==> src/include/bcsa_defines.svh <==
// Constants shared by both ends of the brake configuration and status link
`ifndef BCSA_DEFINES_SVH
`define BCSA_DEFINES_SVH

// ==========================================================================
// Frame layout, sent least significant bit first
`define BCSA_FRAME_BITS      32
`define BCSA_ADDR_MSB        6
`define BCSA_MODE_BIT        7
`define BCSA_DATA_LSB        8
`define BCSA_DATA_MSB        23
`define BCSA_CRC_LSB         24
`define BCSA_CRC_MSB         31
`define BCSA_CRC_POLY        8'h1D
`define BCSA_CRC_INIT        8'hFF
// Zero response body with its CRC byte, so the first frame reports no error
`define BCSA_RESP_RESET      32'h0E00_0000

// ==========================================================================
// Register addresses
`define BCSA_ADDR_BRAKE      7'h1D
`define BCSA_ADDR_SUP        7'h40
`define BCSA_ADDR_THERM      7'h41
`define BCSA_ADDR_DEV        7'h42
`define BCSA_ADDR_WAKE       7'h44
`define BCSA_ADDR_WAKE_LVL   7'h45
`define BCSA_ADDR_GEN        7'h50
`define BCSA_ADDR_DELAY_REGULATION_STATUS      7'h51
`define BCSA_ADDR_DRAIN_SOURCE_OVERVOLTAGE_STATUS       7'h52
`define BCSA_ADDR_EFF1       7'h53
`define BCSA_ADDR_EFF2       7'h54
`define BCSA_ADDR_EFF3       7'h55
`define BCSA_ADDR_RISE1      7'h57
`define BCSA_ADDR_RISE2      7'h58
`define BCSA_ADDR_RISE3      7'h59
`define BCSA_ADDR_FAMILY     7'h70
`define BCSA_NUM_STATUS      15
`define BCSA_NO_INDEX        5'h1F

// ==========================================================================
// Brake control fields
`define BCSA_BRAKE_RESET     16'h00A0
`define BCSA_BRAKE_WMASK     16'h1FFF
`define BCSA_BRAKE_RESTART   16'h1FE7
`define BCSA_BRAKE_RSVD_MASK 16'hFFE7
`define BCSA_BIT_FORCED      9
`define BCSA_BIT_LOW1_DIS    10
`define BCSA_BIT_LOW3_DIS    12
`define BCSA_BIT_DS_THRESH   8
`define BCSA_BIT_BLANK       7
`define BCSA_BIT_PARK        6
`define BCSA_BIT_OV_EN       5
`define BCSA_OV_TH_MSB       2

// ==========================================================================
// Controller registers, word addresses on the Avalon-MM port
`define BCSA_REG_CMD         3'h0
`define BCSA_REG_STATUS      3'h1
`define BCSA_REG_RESPONSE    3'h2
`define BCSA_REG_IRQ_STATUS  3'h3
`define BCSA_REG_IRQ_ENABLE  3'h4
`define BCSA_REG_IRQ_CLEAR   3'h5
`define BCSA_IRQ_DONE        0
`define BCSA_IRQ_ERROR       1
`define BCSA_IRQ_BITS        2
`define BCSA_LINK_HALF       16

`endif

==> src/include/bcsa_pkg.sv <==
// Types and CRC helpers shared by both ends
`include "bcsa_defines.svh"

package bcsa_pkg;

    // ======================================================================
    // Controller link sequencer, Gray coded
    typedef enum logic [1:0] {
        HOST_IDLE  = 2'b00,
        HOST_SHIFT = 2'b01,
        HOST_HOLD  = 2'b11,
        HOST_GAP   = 2'b10
    } bcsa_host_state_type;

    typedef logic [15:0] bcsa_word_type;

    function automatic logic [7:0] bcsa_crc_step(input logic [7:0] c, input logic b);
        return {c[6:0], 1'b0} ^ ((c[7] ^ b) ? `BCSA_CRC_POLY : 8'h00);
    endfunction

    function automatic logic [7:0] bcsa_crc24(input logic [23:0] d);
        logic [7:0] c;
        c = `BCSA_CRC_INIT;
        for (int i = 0; i < 24; i++) begin
            c = bcsa_crc_step(c, d[i]);
        end
        return c;
    endfunction

endpackage

==> src/include/bcsa_link_if.sv <==
// Four-wire serial link between controller and bridge driver register bank
`timescale 1ns/10ps

interface bcsa_link_if;
    logic chip_select_n;
    logic sclk;
    logic mosi;
    logic miso;

    modport dev (
        input  chip_select_n,
        input  sclk,
        input  mosi,
        output miso
    );

    modport host (
        output chip_select_n,
        output sclk,
        output mosi,
        input  miso
    );
endinterface

==> src/logic/bcsa_device.sv <==
// Bridge driver register bank: brake control and status access over the serial link
// Function
// - Bit 9 turns forced brake on.
// - Bits 10-12 drop low switch control in forced brake.
// - Bit 8 picks braking drain-source threshold.
// - Bit 7 picks braking blank time, default long.
// - Bit 6 enables parking brake, reset off.
// - Bit 5 enables overvoltage brake, reset on.
// - Bits 2:0 pick overvoltage brake trip level.
// - Controller writes zero into bits 4:3.
// - Bits 15:13 read as zero.
// - Reset loads 0x00A0; restart clears reserved bits.
// - Frame: address, mode bit, two data bytes, CRC.
// - Register data sits at frame bits 8-23.
// - Status bits are read-only or read-clear.
// - Mode zero reads without changing anything.
// - Mode one on a status address clears that word's clearable bits, ignores data.
// - Read-clear status bits hold until cleared.
// - Controller clears latched status by command.
// - Status decoded one word per address.
`timescale 1ns/10ps
`include "bcsa_defines.svh"

module bcsa_device #(
    parameter logic [15:0]                      FAMILY_ID = 16'h005A, // Arbitrary value
    parameter logic [`BCSA_NUM_STATUS*16-1:0]   RC_MASK   = {`BCSA_NUM_STATUS{16'hFFFF}}
) (
    input  wire logic                           CLK,
    input  wire logic                           RESET_N,
    input  wire logic                           CE,
    bcsa_link_if.dev                            LINK,
    input  wire logic                           SOFT_RESET,
    input  wire logic                           RESTART,
    input  wire logic [`BCSA_NUM_STATUS*16-1:0] STATUS_EVENT,
    input  wire logic [`BCSA_NUM_STATUS*16-1:0] STATUS_LEVEL,
    output logic                                FORCED_BRAKE_ENABLE,
    output logic [2:0]                          FORCED_BRAKE_LOW_DISABLE,
    output logic                                BRAKE_DRAIN_SOURCE_THRESHOLD,
    output logic                                BRAKE_BLANK_TIME,
    output logic                                PARKING_BRAKE_ENABLE,
    output logic                                OVERVOLTAGE_BRAKE_ENABLE,
    output logic [2:0]                          OVERVOLTAGE_BRAKE_THRESHOLD
);

    // ======================================================================
    // Pin synchronisers
    logic        csn_s1;
    logic        csn_s2;
    logic        csn_q;
    logic        sclk_s1;
    logic        sclk_s2;
    logic        sclk_q;
    logic        mosi_s1;
    logic        mosi_s2;

    always_ff @(posedge CLK or negedge RESET_N) begin
        if (!RESET_N) begin
            csn_s1  <= 1'b1;
            csn_s2  <= 1'b1;
            csn_q   <= 1'b1;
            sclk_s1 <= 1'b0;
            sclk_s2 <= 1'b0;
            sclk_q  <= 1'b0;
            mosi_s1 <= 1'b0;
            mosi_s2 <= 1'b0;
        end else if (CE) begin
            csn_s1  <= LINK.chip_select_n;
            csn_s2  <= csn_s1;
            csn_q   <= csn_s2;
            sclk_s1 <= LINK.sclk;
            sclk_s2 <= sclk_s1;
            sclk_q  <= sclk_s2;
            mosi_s1 <= LINK.mosi;
            mosi_s2 <= mosi_s1;
        end
    end

    logic        frame_start;
    logic        frame_end;
    logic        sclk_rise;
    logic        sclk_fall;

    assign frame_start = csn_q & ~csn_s2;
    assign frame_end   = ~csn_q & csn_s2;
    assign sclk_rise   = ~sclk_q & sclk_s2 & ~csn_s2;
    assign sclk_fall   = sclk_q & ~sclk_s2 & ~csn_s2;

    // ======================================================================
    // Receive shifter and CRC check
    logic [31:0] rx_frame;
    logic [5:0]  bit_cnt;
    logic [7:0]  crc_rx;

    always_ff @(posedge CLK or negedge RESET_N) begin
        if (!RESET_N) begin
            rx_frame <= 32'h0000_0000;
            bit_cnt  <= 6'h00;
            crc_rx   <= `BCSA_CRC_INIT;
        end else if (CE) begin
            if (frame_start) begin
                bit_cnt <= 6'h00;
                crc_rx  <= `BCSA_CRC_INIT;
            end else if (sclk_rise && bit_cnt < 6'(`BCSA_FRAME_BITS)) begin
                rx_frame[bit_cnt[4:0]] <= mosi_s2;
                bit_cnt                <= bit_cnt + 6'h01;
                if (bit_cnt < 6'(`BCSA_CRC_LSB)) begin
                    crc_rx <= bcsa_pkg::bcsa_crc_step(crc_rx, mosi_s2);
                end
            end
        end
    end

    logic        frame_ok;
    logic        commit;
    logic [6:0]  req_addr;
    logic        req_mode;
    logic [15:0] req_data;

    // Short or corrupted frames change nothing; clocks after bit 32 are ignored
    assign frame_ok = (bit_cnt == 6'(`BCSA_FRAME_BITS))
                    && (crc_rx == rx_frame[`BCSA_CRC_MSB:`BCSA_CRC_LSB]);
    assign commit   = CE & frame_end & frame_ok;
    assign req_addr = rx_frame[`BCSA_ADDR_MSB:0];
    assign req_mode = rx_frame[`BCSA_MODE_BIT];
    assign req_data = rx_frame[`BCSA_DATA_MSB:`BCSA_DATA_LSB];

    // ======================================================================
    // Status address decode
    function automatic logic [4:0] status_index(input logic [6:0] a);
        case (a)
            `BCSA_ADDR_SUP:      return 5'h00;
            `BCSA_ADDR_THERM:    return 5'h01;
            `BCSA_ADDR_DEV:      return 5'h02;
            `BCSA_ADDR_WAKE:     return 5'h03;
            `BCSA_ADDR_WAKE_LVL: return 5'h04;
            `BCSA_ADDR_GEN:      return 5'h05;
            `BCSA_ADDR_DELAY_REGULATION_STATUS:    return 5'h06;
            `BCSA_ADDR_DRAIN_SOURCE_OVERVOLTAGE_STATUS:     return 5'h07;
            `BCSA_ADDR_EFF1:     return 5'h08;
            `BCSA_ADDR_EFF2:     return 5'h09;
            `BCSA_ADDR_EFF3:     return 5'h0A;
            `BCSA_ADDR_RISE1:    return 5'h0B;
            `BCSA_ADDR_RISE2:    return 5'h0C;
            `BCSA_ADDR_RISE3:    return 5'h0D;
            default:             return `BCSA_NO_INDEX;
        endcase
    endfunction

    logic [4:0]  req_index;

    assign req_index = status_index(req_addr);

    // ======================================================================
    // Status registers
    logic [15:0] status_latch [`BCSA_NUM_STATUS];
    logic [15:0] status_value [`BCSA_NUM_STATUS];

    genvar gi;
    generate
        for (gi = 0; gi < `BCSA_NUM_STATUS; gi++) begin : g_status
            logic [15:0] rc;
            logic [15:0] clear_mask;

            assign rc         = RC_MASK[gi*16 +: 16];
            // Whole-word clear, data bits never select
            assign clear_mask = (commit && req_mode && req_index == 5'(gi)) ? rc : 16'h0000;

            always_ff @(posedge CLK or negedge RESET_N) begin
                if (!RESET_N) begin
                    status_latch[gi] <= 16'h0000;
                end else if (CE) begin
                    // New events win over a clear in the same cycle
                    status_latch[gi] <= (status_latch[gi] & ~clear_mask)
                                      | (STATUS_EVENT[gi*16 +: 16] & rc);
                end
            end

            assign status_value[gi] = (status_latch[gi] & rc)
                                    | (STATUS_LEVEL[gi*16 +: 16] & ~rc);
        end
    endgenerate

    // ======================================================================
    // Brake control register
    logic [15:0] brake;

    always_ff @(posedge CLK or negedge RESET_N) begin
        if (!RESET_N) begin
            brake <= `BCSA_BRAKE_RESET;
        end else if (CE) begin
            if (SOFT_RESET) begin
                brake <= `BCSA_BRAKE_RESET;
            end else if (RESTART) begin
                brake <= brake & `BCSA_BRAKE_RESTART;
            end else if (commit && req_mode && req_addr == `BCSA_ADDR_BRAKE) begin
                brake <= req_data & `BCSA_BRAKE_WMASK;
            end
        end
    end

    assign FORCED_BRAKE_ENABLE          = brake[`BCSA_BIT_FORCED];
    assign FORCED_BRAKE_LOW_DISABLE     = brake[`BCSA_BIT_LOW3_DIS:`BCSA_BIT_LOW1_DIS];
    assign BRAKE_DRAIN_SOURCE_THRESHOLD = brake[`BCSA_BIT_DS_THRESH];
    assign BRAKE_BLANK_TIME             = brake[`BCSA_BIT_BLANK];
    assign PARKING_BRAKE_ENABLE         = brake[`BCSA_BIT_PARK];
    assign OVERVOLTAGE_BRAKE_ENABLE     = brake[`BCSA_BIT_OV_EN];
    assign OVERVOLTAGE_BRAKE_THRESHOLD  = brake[`BCSA_OV_TH_MSB:0];

    // ======================================================================
    // Response of the previous frame, shifted out during the next one
    logic [15:0] read_data;
    logic [23:0] resp_body;
    logic [31:0] resp;

    always_comb begin
        if (req_addr == `BCSA_ADDR_BRAKE) begin
            read_data = brake;
        end else if (req_addr == `BCSA_ADDR_FAMILY) begin
            read_data = FAMILY_ID;
        end else if (req_index != `BCSA_NO_INDEX) begin
            read_data = status_value[req_index[3:0]];
        end else begin
            read_data = 16'h0000;
        end
    end

    assign resp_body = frame_ok ? {read_data, 1'b0, req_addr} : {16'h0000, 1'b1, req_addr};

    always_ff @(posedge CLK or negedge RESET_N) begin
        if (!RESET_N) begin
            resp <= `BCSA_RESP_RESET;
        end else if (CE && frame_end) begin
            resp <= {bcsa_pkg::bcsa_crc24(resp_body), resp_body};
        end
    end

    logic        miso;

    always_ff @(posedge CLK or negedge RESET_N) begin
        if (!RESET_N) begin
            miso <= 1'b0;
        end else if (CE) begin
            if (frame_start) begin
                miso <= resp[0];
            end else if (sclk_fall && bit_cnt < 6'(`BCSA_FRAME_BITS)) begin
                miso <= resp[bit_cnt[4:0]];
            end
        end
    end

    assign LINK.miso = miso;

endmodule

==> src/flat_wrapper.sv <==
// flat-port wrapper written by rule: the top's interface ports become plain ports
module bcsa_device_flat 
#(
    parameter logic [15:0]                      FAMILY_ID = 16'h005A,                   
    parameter logic [`BCSA_NUM_STATUS*16-1:0]   RC_MASK   = {`BCSA_NUM_STATUS{16'hFFFF}}
)
  (CLK, RESET_N, CE, SOFT_RESET, RESTART, STATUS_EVENT, STATUS_LEVEL, FORCED_BRAKE_ENABLE, FORCED_BRAKE_LOW_DISABLE, BRAKE_DRAIN_SOURCE_THRESHOLD, BRAKE_BLANK_TIME, PARKING_BRAKE_ENABLE, OVERVOLTAGE_BRAKE_ENABLE, OVERVOLTAGE_BRAKE_THRESHOLD, LINK_chip_select_n, LINK_sclk, LINK_mosi, LINK_miso);
  bcsa_link_if LINK_i ();
  input  wire logic CLK;
  input  wire logic RESET_N;
  input  wire logic CE;
  input  wire logic SOFT_RESET;
  input  wire logic RESTART;
  input  wire logic [`BCSA_NUM_STATUS*16-1:0] STATUS_EVENT;
  input  wire logic [`BCSA_NUM_STATUS*16-1:0] STATUS_LEVEL;
  output logic FORCED_BRAKE_ENABLE;
  output logic [2:0] FORCED_BRAKE_LOW_DISABLE;
  output logic BRAKE_DRAIN_SOURCE_THRESHOLD;
  output logic BRAKE_BLANK_TIME;
  output logic PARKING_BRAKE_ENABLE;
  output logic OVERVOLTAGE_BRAKE_ENABLE;
  output logic [2:0] OVERVOLTAGE_BRAKE_THRESHOLD;
  input wire logic [$bits(LINK_i.chip_select_n)-1:0] LINK_chip_select_n;
  input wire logic [$bits(LINK_i.sclk)-1:0] LINK_sclk;
  input wire logic [$bits(LINK_i.mosi)-1:0] LINK_mosi;
  output wire logic [$bits(LINK_i.miso)-1:0] LINK_miso;
  assign LINK_i.chip_select_n = LINK_chip_select_n;
  assign LINK_i.sclk = LINK_sclk;
  assign LINK_i.mosi = LINK_mosi;
  assign LINK_miso = LINK_i.miso;
  bcsa_device #(.FAMILY_ID(FAMILY_ID), .RC_MASK(RC_MASK)) u_core (.CLK(CLK), .RESET_N(RESET_N), .CE(CE), .LINK(LINK_i), .SOFT_RESET(SOFT_RESET), .RESTART(RESTART), .STATUS_EVENT(STATUS_EVENT), .STATUS_LEVEL(STATUS_LEVEL), .FORCED_BRAKE_ENABLE(FORCED_BRAKE_ENABLE), .FORCED_BRAKE_LOW_DISABLE(FORCED_BRAKE_LOW_DISABLE), .BRAKE_DRAIN_SOURCE_THRESHOLD(BRAKE_DRAIN_SOURCE_THRESHOLD), .BRAKE_BLANK_TIME(BRAKE_BLANK_TIME), .PARKING_BRAKE_ENABLE(PARKING_BRAKE_ENABLE), .OVERVOLTAGE_BRAKE_ENABLE(OVERVOLTAGE_BRAKE_ENABLE), .OVERVOLTAGE_BRAKE_THRESHOLD(OVERVOLTAGE_BRAKE_THRESHOLD));
endmodule
==> config.mk <==
export PLATFORM = sky130hd
export DESIGN_NAME = bcsa_device_flat
export DESIGN_NICKNAME = d
export VERILOG_FILES = /design/src/include/bcsa_pkg.sv /design/src/include/bcsa_link_if.sv /design/src/logic/bcsa_device.sv /design/src/flat_wrapper.sv
export VERILOG_INCLUDE_DIRS = /design/src /design/src/include
export SDC_FILE = /design/constraint.sdc
export NUM_CORES = 1
export LEC_CHECK = 0
export BUFFER_PORTS_ARGS = -buffer_cell sky130_fd_sc_hd__buf_4
export CAP_MARGIN = 5
export CORE_MARGIN = 10
export CORE_UTILIZATION = 25
export DETAILED_ROUTE_END_ITERATION = 16
export PLACE_DENSITY_LB_ADDON = 0.25
export SETUP_SLACK_MARGIN = 0.3
export SYNTH_ARGS = -nofsm -noshare
export SYNTH_HDL_FRONTEND = slang
export SYNTH_SLANG_ARGS = --single-unit
==> constraint.sdc <==
create_clock -name CLK -period 5.8 [get_ports CLK]
set_input_delay 0 -clock CLK [delete_from_list [all_inputs] [get_ports CLK]]
set_output_delay 0 -clock CLK [all_outputs]
set_load 0.005 [all_outputs]
======== Yosys cells after proc, flatten, opt, wreduce, memory -nomap -nowiden ========
Cells that the tools add are included.
word-level totals
  register bits after elaboration ......... 343
  bits in latches ......................... 0
  memory bits (writable) .................. 0
  ROM bits ................................ 0
  output and inout bits ................... 12
  memories ................................ 0
operators by class
  $add $sub $neg .......................... 1
  multipliers ............................. 0
  div/mod/pow operators ................... 0
  magnitude comparators ................... 5
  equal/unequal tests ..................... 34
  shift operators ......................... 0
  multiplexer cells ....................... 63
  bitwise gates (word level) .............. 108
  reductions and logical operators ........ 34
operator list
  operator              number
  $mux W16              23
  $and A16 B16 Y16      15
  $not A16 Y16          15
  $or A16 B16 Y16       15
  $xor A8 B8 Y8         23
  $mux W5               25
  $eq A7 B7 Y1 const B  15
  $pmux W5 S14          1
  $bmux W16 S4          1
  $eq A5 B4 Y1 const B  7
  $bwmux W32            1
  $mux W24              1
  $mux W8               3
  $xor A1 B1 Y1         24
  $logic_and A1 B1 Y1   22
  $eq A5 B3 Y1 const B  4
  $mux W6               2
  $eq A5 B2 Y1 const B  2
  $reduce_and A3 Y1     3
  $and A1 B1 Y1         8
  $eq A8 B8 Y1          1
  $reduce_bool A2 Y1    4
  $xor A8 B5 Y8         1
  $eq A7 B5 Y1 const B  1
  other kinds (19)      28

======== Longest topological paths before layout ========
Gate-level depths: netlist of the first run.
  depth after elaboration ................. 81
  gate-level depth with buffers ........... 18

======== Worst setup path after synthesis of the first run ========
Ideal clock, no wire load.
  path type ............................... register to register
  start point ............................. register u_core.rx_frame[1]
  end point ............................... register u_core.resp[28]
  data arrival time ....................... 4.324 ns
  data required time ...................... 5.675 ns
  setup slack ............................. 1.351 ns
  cell stages (with the launch flop) ...... 17
  buffers on the path ..................... 2
  clock period less this slack ............ 4.449 ns
  cells stage by stage .................... dfrtp_1 inv_1 ha_1 buf_6 buf_6 or3_1 o2111ai_1 nor2_1 a222oi_1 o311a_1 nand4_1 a211oi_4 xnor3_1 xnor2_1 xnor3_1 xnor3_1 mux2_2
on the way
  cells in the longest elaborated chain, start to end .. 36
  elaborated cells on any way between the ends .. 87
ends and longest elaborated chain
  what                                            RTL line            source
  from (decl)                                     bcsa_device.sv:90   logic [31:0] rx_frame;
  from (signal, indexed assignment)               bcsa_device.sv:104  rx_frame[bit_cnt[4:0]] <= mosi_s2;
  $mux W24 (*)                                    bcsa_device.sv:227  assign resp_body = frame_ok ? {read_data, 1'b0, req_addr} : {16'h0000, 1'b1, req_addr};
  $xor A1 B1 Y1                                   bcsa_pkg.sv:18      return {c[6:0], 1'b0} ^ ((c[7] ^ b) ? `BCSA_CRC_POLY : 8'h00);
  $mux W5                                         bcsa_pkg.sv:18
  $xor A8 B8 Y8 (4 in a row)                      bcsa_pkg.sv:18
  $xor A1 B1 Y1 or $xor A8 B8 Y8 (tied branches)  bcsa_pkg.sv:18
  $mux W5 (tied with other cells)                 bcsa_pkg.sv:18
  $xor A8 B8 Y8 (tied with other cells)           bcsa_pkg.sv:18
  $xor A8 B8 Y8 or $mux W5 (tied branches)        bcsa_pkg.sv:18
  (+16 left out)                                  -
  $xor A8 B8 Y8 (tied with other cells)           bcsa_pkg.sv:18
  $xor A8 B8 Y8 or $mux W5 (tied branches)        bcsa_pkg.sv:18
  $xor A8 B8 Y8 (2 in a row)                      bcsa_pkg.sv:18
  $xor A1 B1 Y1 or $xor A8 B8 Y8 (tied branches)  bcsa_pkg.sv:18
  $mux W5 (tied with other cells)                 bcsa_pkg.sv:18
  $xor A8 B8 Y8 (tied with other cells)           bcsa_pkg.sv:18
  $xor A8 B8 Y8 or $mux W5 (tied branches)        bcsa_pkg.sv:18
  $xor A8 B5 Y8 (*)                               bcsa_pkg.sv:18
  to (signal assigned)                            bcsa_device.sv:231  resp <= `BCSA_RESP_RESET;
  to (signal assigned)                            bcsa_device.sv:233  resp <= {bcsa_pkg::bcsa_crc24(resp_body), resp_body};
  to (decl)                                       bcsa_device.sv:213  logic [31:0] resp;
Mark *: on every way between the ends. The rest lies on a longest branch, timed or not. The select of a mux whose other input is x is not followed.
A chain may end at the register's enable or synchronous reset.

======== Final worst setup path of the first run ========
Same ends and word-level chain as after synthesis.

==> results of run 1 <==
==> synth_stat cells, drive strengths merged (8+ instances only) <==
| library cell | number |
|---|---|
| clkbuf | 73 |
| nor2 | 83 |
| a211oi | 9 |
| o221ai | 9 |
| a21o | 9 |
| a21oi | 38 |
| xnor2 | 44 |
| nand3 | 22 |
| nand2b | 14 |
| o21ai | 81 |
| dfstp | 16 |
| mux2i | 12 |
| a31oi | 8 |
| a22o | 249 |
| o2111ai | 9 |
| xnor3 | 9 |
| ha | 8 |
| mux2 | 46 |
| buf | 45 |
| o22ai | 39 |
| o211ai | 22 |
| xor2 | 18 |
| nand2 | 153 |
| nor3 | 22 |
| dfrtp | 321 |
| and3 | 11 |
| mux4 | 9 |
| inv | 27 |
==> cell type report <==
| cell class | instances | area [um^2] | area share [%] |
|---|---|---|---|
| antenna | 5 | 12.5 | 0.0523 |
| clock buffer | 63 | 1230 | 5.14 |
| clock inverter | 10 | 85.1 | 0.355 |
| inverter | 27 | 101 | 0.423 |
| multi-input combinational | 1056 | 7780 | 32.5 |
| sequential | 337 | 8450 | 35.3 |
| tap | 873 | 1090 | 4.56 |
| timing repair buffer | 598 | 5170 | 21.6 |
==> registers in the layout, summed over array words and instances, names as in the netlist, 6 cells and up <==
signal and count:
u_core.brake 13, u_core.rx_frame 29, u_core.crc_rx 8, u_core.resp 32, u_core.status_latch 240, u_core.bit_cnt 6
==> timing repair <==
| item | 4_1_cts | 5_1_grt |
|---|---|---|
| pin swaps | 0 | 1 |
| buffers inserted | 0 | 1 |
| hold endpoints to repair | 353 | 0 |
| endpoints found under the setup margin | 1 | 5 |
| hold buffers | 247 | 0 |
| resized for setup | 2 | 7 |
==> kinds of logic after synthesis <==
logic type | synth area share (%)
AO/OA/AOI/OAI | 25.7
XOR/XNOR | 4.62
adder cells (fa/ha/maj) | 0.594
buffers and inverters | 3.88
flip-flops | 50.2
multiplexers | 4.99
AND/OR/NAND/NOR | 10.1
==> how the worst max path moves through the flow <==
stage / end / depth (start not counted) / startpoint / slack, ns
after floorplan: u_core.resp[28] / 16 / u_core.rx_frame[1] / 1.35
after global placement: u_core.resp[28] / 15 / u_core.rx_frame[1] / 0.33
after detailed placement: u_core.resp[28] / 16 / u_core.rx_frame[0] / 0.36
after CTS: u_core.resp[28] / 14 / u_core.rx_frame[1] / 0.38
after global routing: u_core.resp[28] / 16 / u_core.rx_frame[1] / 0.33
final: u_core.resp[28] / 16 / u_core.rx_frame[1] / 0.34
==> power by group through the flow <==
stage	Sequential (mW)	Clock, mW	Combinational, mW
global route	2.64	2.68	4.40
finish	2.63	2.53	4.09
global placement	2.67	0	3.91
detailed placement	2.67	0	3.93
CTS	2.63	2.58	4.11
floorplan	2.60	0	2.88
==> metal layers <==
metal | wire length, um | track usage (%) | vias to the layer above
li1 | - | - | 6873
met1 | 32700 | 25.0 | 7831
met2 | 33900 | 29.0 | 616
met3 | 5270 | 3.82 | 118
met4 | 2620 | 6.81 | 0
met5 | 0 | 0 | -
==> through the flow <==
step / instance area (um^2) / power [mW]
after floorplan: 16900 / 5.48
after global placement: 20100 / 6.58
after detailed placement: 20100 / 6.60
after CTS: 23900 / 9.32
after global routing: 23900 / 9.72
final: 23900 / 9.25
==> worst min-delay path, stage by stage <==
cell	delay (ns)
clkbuf_8	0.29
nand2_1	0.20
o21ai_0	0.08
==> impl_metrics.py, run 1 <==
metrics = {
    "pwr": {
        "seqPwrFrac_pct": 28.4,
        "leakagePower_nw": 10.3,
        "pwr-share-clk_pct": 27.4,
        "vdd_ir_drop_max_mv": 0.556,
        "powerDensity_mw_per_mm2": 386,
        "pwr-share-comb_pct": 44.2,
        "switching_power_mw": 2.97,
        "internal_power_mw": 6.28,
        "netSwitchingFraction_pct": 32.1,
    },
    "critical_path": {
        "rr_startpoint": "u_core.rx_frame[1]",
        "endpoint_kind": "flip-flop",
        "path_buf_inv": 3,
        "critPathMaxStageDelay_ns": 0.58,
        "crit_top_cell": "xnor3_1",
        "cpMaxStageDelayCell": "a222oi_1",
        "arrival_ns": 5.89,
        "startpoint_type": "flip-flop",
        "r2r_setup_slack_ns": 0.34,
        "crit_fanout": 14,
        "timing.rr.end": "u_core.resp[28]",
        "crit_family": "XOR/XNOR gates",
        "worst-setup-path-type": "flip-flop to flip-flop",
        "rr_worst_depth": 16,
        "cp.required_ns": 6.23,
        "path_cells": "inv_1 -> ha_1 -> mux2i_1 -> buf_4 -> nor2_2 -> o21ai_2 -> buf_4 -> a222oi_1 -> o311a_1 -> nand4_1 -> a211oi_4 -> xnor3_1 -> xnor2_1 -> xnor3_1 -> xnor3_1 -> mux2_2",
    },
    "synth": {
        "syn_area_mm2": 0.0169,
        "syn_inst": 1538,
        "synth.net_count": 2034,
        "ys_seq_elements": 337,
        "yosysSeqAreaShare_pct": 50.2,
        "post-synth-top-area-cell": "dfrtp_1",
        "yosys_warnings": 0,
        "synth.area.top_cells": "dfrtp_1 48%, a22o_1 13%, nand2_1 3.3%, mux2_2 3.0%, dfstp_2 2.5%",
        "synth-async-reset-ratio_pct": 100,
        "ys_types": 97,
        "synthFlopType": "dfrtp_1",
        "synth_edf_count": 0,
        "synth.avg_cell_area_um2": 11.0,
        "synth_top_area_share_pct": 47.7,
    },
    "routing": {
        "drt_pass1_iterations": 5,
        "wirelength_um": 74500,
        "drc": 0,
        "antenna_left": 0,
        "vias_per_cell": 5.20,
        "drt_iter0_drc": 1340,
        "vias": 15438,
        "wl_per_cell_um": 25.1,
    },
    "grt": {
        "track_usage_pct": 18.6,
        "grt_pass1_vias": 16109,
        "antenna_found_initial": 7,
        "grt_pass1_wl_um": 109000,
        "grt_max_degree": 166,
        "overflow": 0,
    },
    "clock_network": {
        "clockRootBuffer": "clkbuf_16",
        "ctsHtreeMaxLevel": 2,
        "cts_max_path_buffers": 3,
        "insertion_delay_ns": 0.58,
        "cts_tree": "built",
        "path_clk_slew_ns": 0.06,
        "cts_made_buffers": 41,
        "clock-sinks": 337,
    },
    "timing": {
        "setup_tns_ns": 0,
        "hold_viol_final": 0,
        "clock_skew_ns": 0.0360,
        "max_slew.worst_pin.slew_ns": 1.17,
        "relSlewSlack_pct": 21.7,
        "setup_violations": 0,
        "whs_ns": 0.0362,
        "setup_ws_ns": 0.345,
        "fin_crit_sh_pct": 94.1,
        "max_freq_ghz": 0.183,
        "rsz0062_at_grt": "no",
        "finalMaxSlewViolations": 0,
        "fin_crit_ns": 5.46,
    },
    "flow_run": {
        "drv_cap": 0,
    },
    "floorplan": {
        "initial_core_util_pct": 25.1,
        "fp-row-count": 95,
        "ioPinCount": 500,
        "die_x_um": 280,
        "die_y_um": 280,
        "die-area_mm2": 0.0782,
        "core_mm2": 0.0670,
    },
    "layout": {
        "post-route-util_pct": 35.7,
        "most-common-layout-cells": "344 x buf_4, 321 x dfrtp_1, 249 x a22o_1",
        "fill_cells": 6635,
        "final_cell_count_no_fill": 2969,
        "area_delta_synth_final_pct": 42.0,
        "nets": 2557,
        "final_common_cell": "buf_4",
        "drive_above_1_share_pct": 24.8,
    },
    "placement": {
        "dp_cells": 2642,
        "port_buffers": 259,
        "globalplace.congestion": 0.900,
        "pre_cts_ws_ns": 0.363,
        "dp_hpwl_um": 53700,
    },
    "status": {
        "status": "finished, final reports clean",
    },
    "hold_path": {
        "whs_path_depth": 3,
        "min_from": "CE",
        "hold_path_class": "input pin to flip-flop",
        "holdPathEnd": "u_core.csn_q",
    },
}
No activity file was read; power rests on OpenSTA's default activity.
==> run 2, diff against run 1 <==
CORE_UTILIZATION = 34   (was 25)
clock period = 6.7 ns   (was 5.8 ns; I/O delays follow)
==> run 2 against run 1 <==
Against the previous run: via count rose by 0.36%; critical path type unchanged; hold slack got worse by 0.026 ns; clock power decreased by 18%; die area is 25% lower; total power is 18% lower.
==> impl_metrics.py, run 2 (synthesis gave the netlist of run 1 again) <==
metrics = {
    "status": {
        "status": "finished, final reports clean",
    },
    "grt": {
        "grt_pass1_vias": 16012,
        "overflow": 0,
        "grt_max_degree": 191,
        "track_usage_pct": 23.2,
        "grt_pass1_wl_um": 105000,
        "antenna_found_initial": 4,
    },
    "critical_path": {
        "path_cells": "inv_1 -> ha_1 -> mux2i_1 -> nor2_1 -> o211a_1 -> buf_4 -> a222oi_1 -> o311a_1 -> nand4_1 -> a211oi_4 -> xnor3_1 -> xnor2_1 -> xnor3_1 -> xnor3_1 -> mux2_2",
        "arrival_ns": 6.43,
        "crit_fanout": 14,
        "critPathMaxStageDelay_ns": 0.62,
        "endpoint_kind": "flip-flop",
        "cp.required_ns": 7.13,
        "cpMaxStageDelayCell": "a222oi_1",
        "r2r_setup_slack_ns": 0.70,
        "worst-setup-path-type": "flip-flop to flip-flop",
        "startpoint_type": "flip-flop",
        "crit_top_cell": "xnor3_1",
    },
    "layout": {
        "drive_above_1_share_pct": 22.6,
        "nets": 2506,
        "largest_register": "u_core.status_latch",
        "most-common-layout-cells": "321 x dfrtp_1, 298 x buf_4, 249 x a22o_1",
        "area_delta_synth_final_pct": 37.2,
        "layout_top_registers": "u_core.status_latch x240, u_core.resp x32, u_core.rx_frame x29",
        "final_common_cell": "dfrtp_1",
        "largest_register_ffs": 240,
    },
    "pwr": {
        "switching_power_mw": 2.45,
        "internal_power_mw": 5.14,
        "pwr-share-clk_pct": 27.3,
        "seqPwrFrac_pct": 30.1,
        "vdd_ir_drop_max_mv": 0.453,
        "leakagePower_nw": 10.0,
        "netSwitchingFraction_pct": 32.3,
        "powerDensity_mw_per_mm2": 328,
        "pwr-share-comb_pct": 42.6,
    },
    "timing": {
        "finalMaxSlewViolations": 0,
        "relSlewSlack_pct": 22.1,
        "max_freq_ghz": 0.167,
        "fin_crit_sh_pct": 89.5,
        "fin_crit_ns": 6.00,
        "max_slew.worst_pin.slew_ns": 1.17,
        "setup_violations": 0,
        "setup_ws_ns": 0.703,
        "hold_viol_final": 0,
        "setup_tns_ns": 0,
        "rsz0062_at_grt": "no",
        "whs_ns": 0.0105,
        "clock_skew_ns": 0.0201,
    },
    "routing": {
        "vias": 15493,
        "wl_per_cell_um": 26.0,
        "drt_iter0_drc": 1713,
        "vias_per_cell": 5.73,
        "drt_pass1_iterations": 7,
        "antenna_left": 0,
        "drc": 0,
        "wirelength_um": 70300,
    },
    "clock_network": {
        "insertion_delay_ns": 0.56,
        "ctsHtreeMaxLevel": 2,
        "clock-sinks": 337,
        "post_cts.repair.setup_buffers": 0,
        "path_clk_slew_ns": 0.06,
        "clockRootBuffer": "clkbuf_16",
        "cts_made_buffers": 39,
        "cts_max_path_buffers": 3,
        "cts_tree": "built",
    },
    "placement": {
        "port_buffers": 259,
        "globalplace.congestion": 0.923,
        "pre_cts_ws_ns": 0.995,
        "dp_hpwl_um": 48600,
    },
    "flow_run": {
        "drv_cap": 0,
    },
    "floorplan": {
        "initial_core_util_pct": 34.4,
        "fp-row-count": 81,
        "ioPinCount": 500,
        "core_mm2": 0.0490,
        "die-area_mm2": 0.0589,
        "die_x_um": 243,
        "die_y_um": 243,
    },
    "hold_path": {
        "hold_path_class": "input pin to flip-flop",
    },
}
==> run 2: cell types whose count changed in the layout (fill, tap and decap cells not counted), moves of 3 or more <==
| cell | before | now |
|---|---|---|
| buf_12 | 4 | 1 |
| buf_4 | 344 | 298 |
| clkbuf_16 | 42 | 39 |
| clkbuf_8 | 11 | 5 |
==> run 2: routing by layer <==
metal	track usage (%)	wire length, um	vias to the layer above
li1	-	-	6757
met1	31.9	30700	7793
met2	35.1	31200	787
met3	4.58	5620	156
met4	9.59	2810	0
met5	0	0	-
==> run 2: repair_timing <==
action,CTS,global route
resized for setup,0,0
hold buffers,247,0
endpoints found under the hold margin,364,0
==> run 2: path summary, 6_finish.rpt <==
path,start,endpoint,cells after the start
hold reg to reg,u_core.resp[27],u_core.resp[27],2
setup / recovery,u_core.rx_frame[1],u_core.resp[28],15
min in group asynchronous,RESET_N,u_core.status_latch[44],2
hold / removal,CE,u_core.bit_cnt[5],2
max in group asynchronous,RESET_N,u_core.status_latch[163],3
setup reg to reg,u_core.rx_frame[1],u_core.resp[28],15
==> run 2: through the flow <==
stage | utilization [%] | power [mW] | cell area (um^2) | cells
floorplan | - | 4.75 | 16900 | 1538
global placement | 39.7 | 5.39 | 19400 | 2385
detailed placement | 39.7 | 5.39 | 19400 | 2385
CTS | 47.2 | 7.61 | 23100 | 2699
global route | 47.2 | 7.94 | 23100 | 2704
finish | 47.2 | 7.59 | 23100 | 2704
==> run 2: final cells by class <==
cell class	instances	area, um^2
clock inverter	14	133
tap	664	831
multi-input combinational	1056	7750
timing repair buffer	549	4770
fill	4431	25800
clock buffer	53	1070
inverter	27	101
sequential	337	8450
antenna	4	10.0
==> run 2: power groups by stage <==
stage               clock (mW)  sequential (mW)  combinational, mW
floorplan                    0             2.25               2.50
global placement             0             2.32               3.07
detailed placement           0             2.32               3.06
CTS                       2.10             2.29               3.22
global route              2.19             2.30               3.45
finish                    2.07             2.29               3.23
==> run 2: worst max-delay path: cells and delay by family (launching register included) <==
family	cells	cell delay (ns)
xor+xnor	4	1.66
simple gates	2	0.49
buf+inv	2	0.42
flops	1	0.50
mux	2	0.83
compound gates	4	1.67
fa+ha+maj	1	0.31
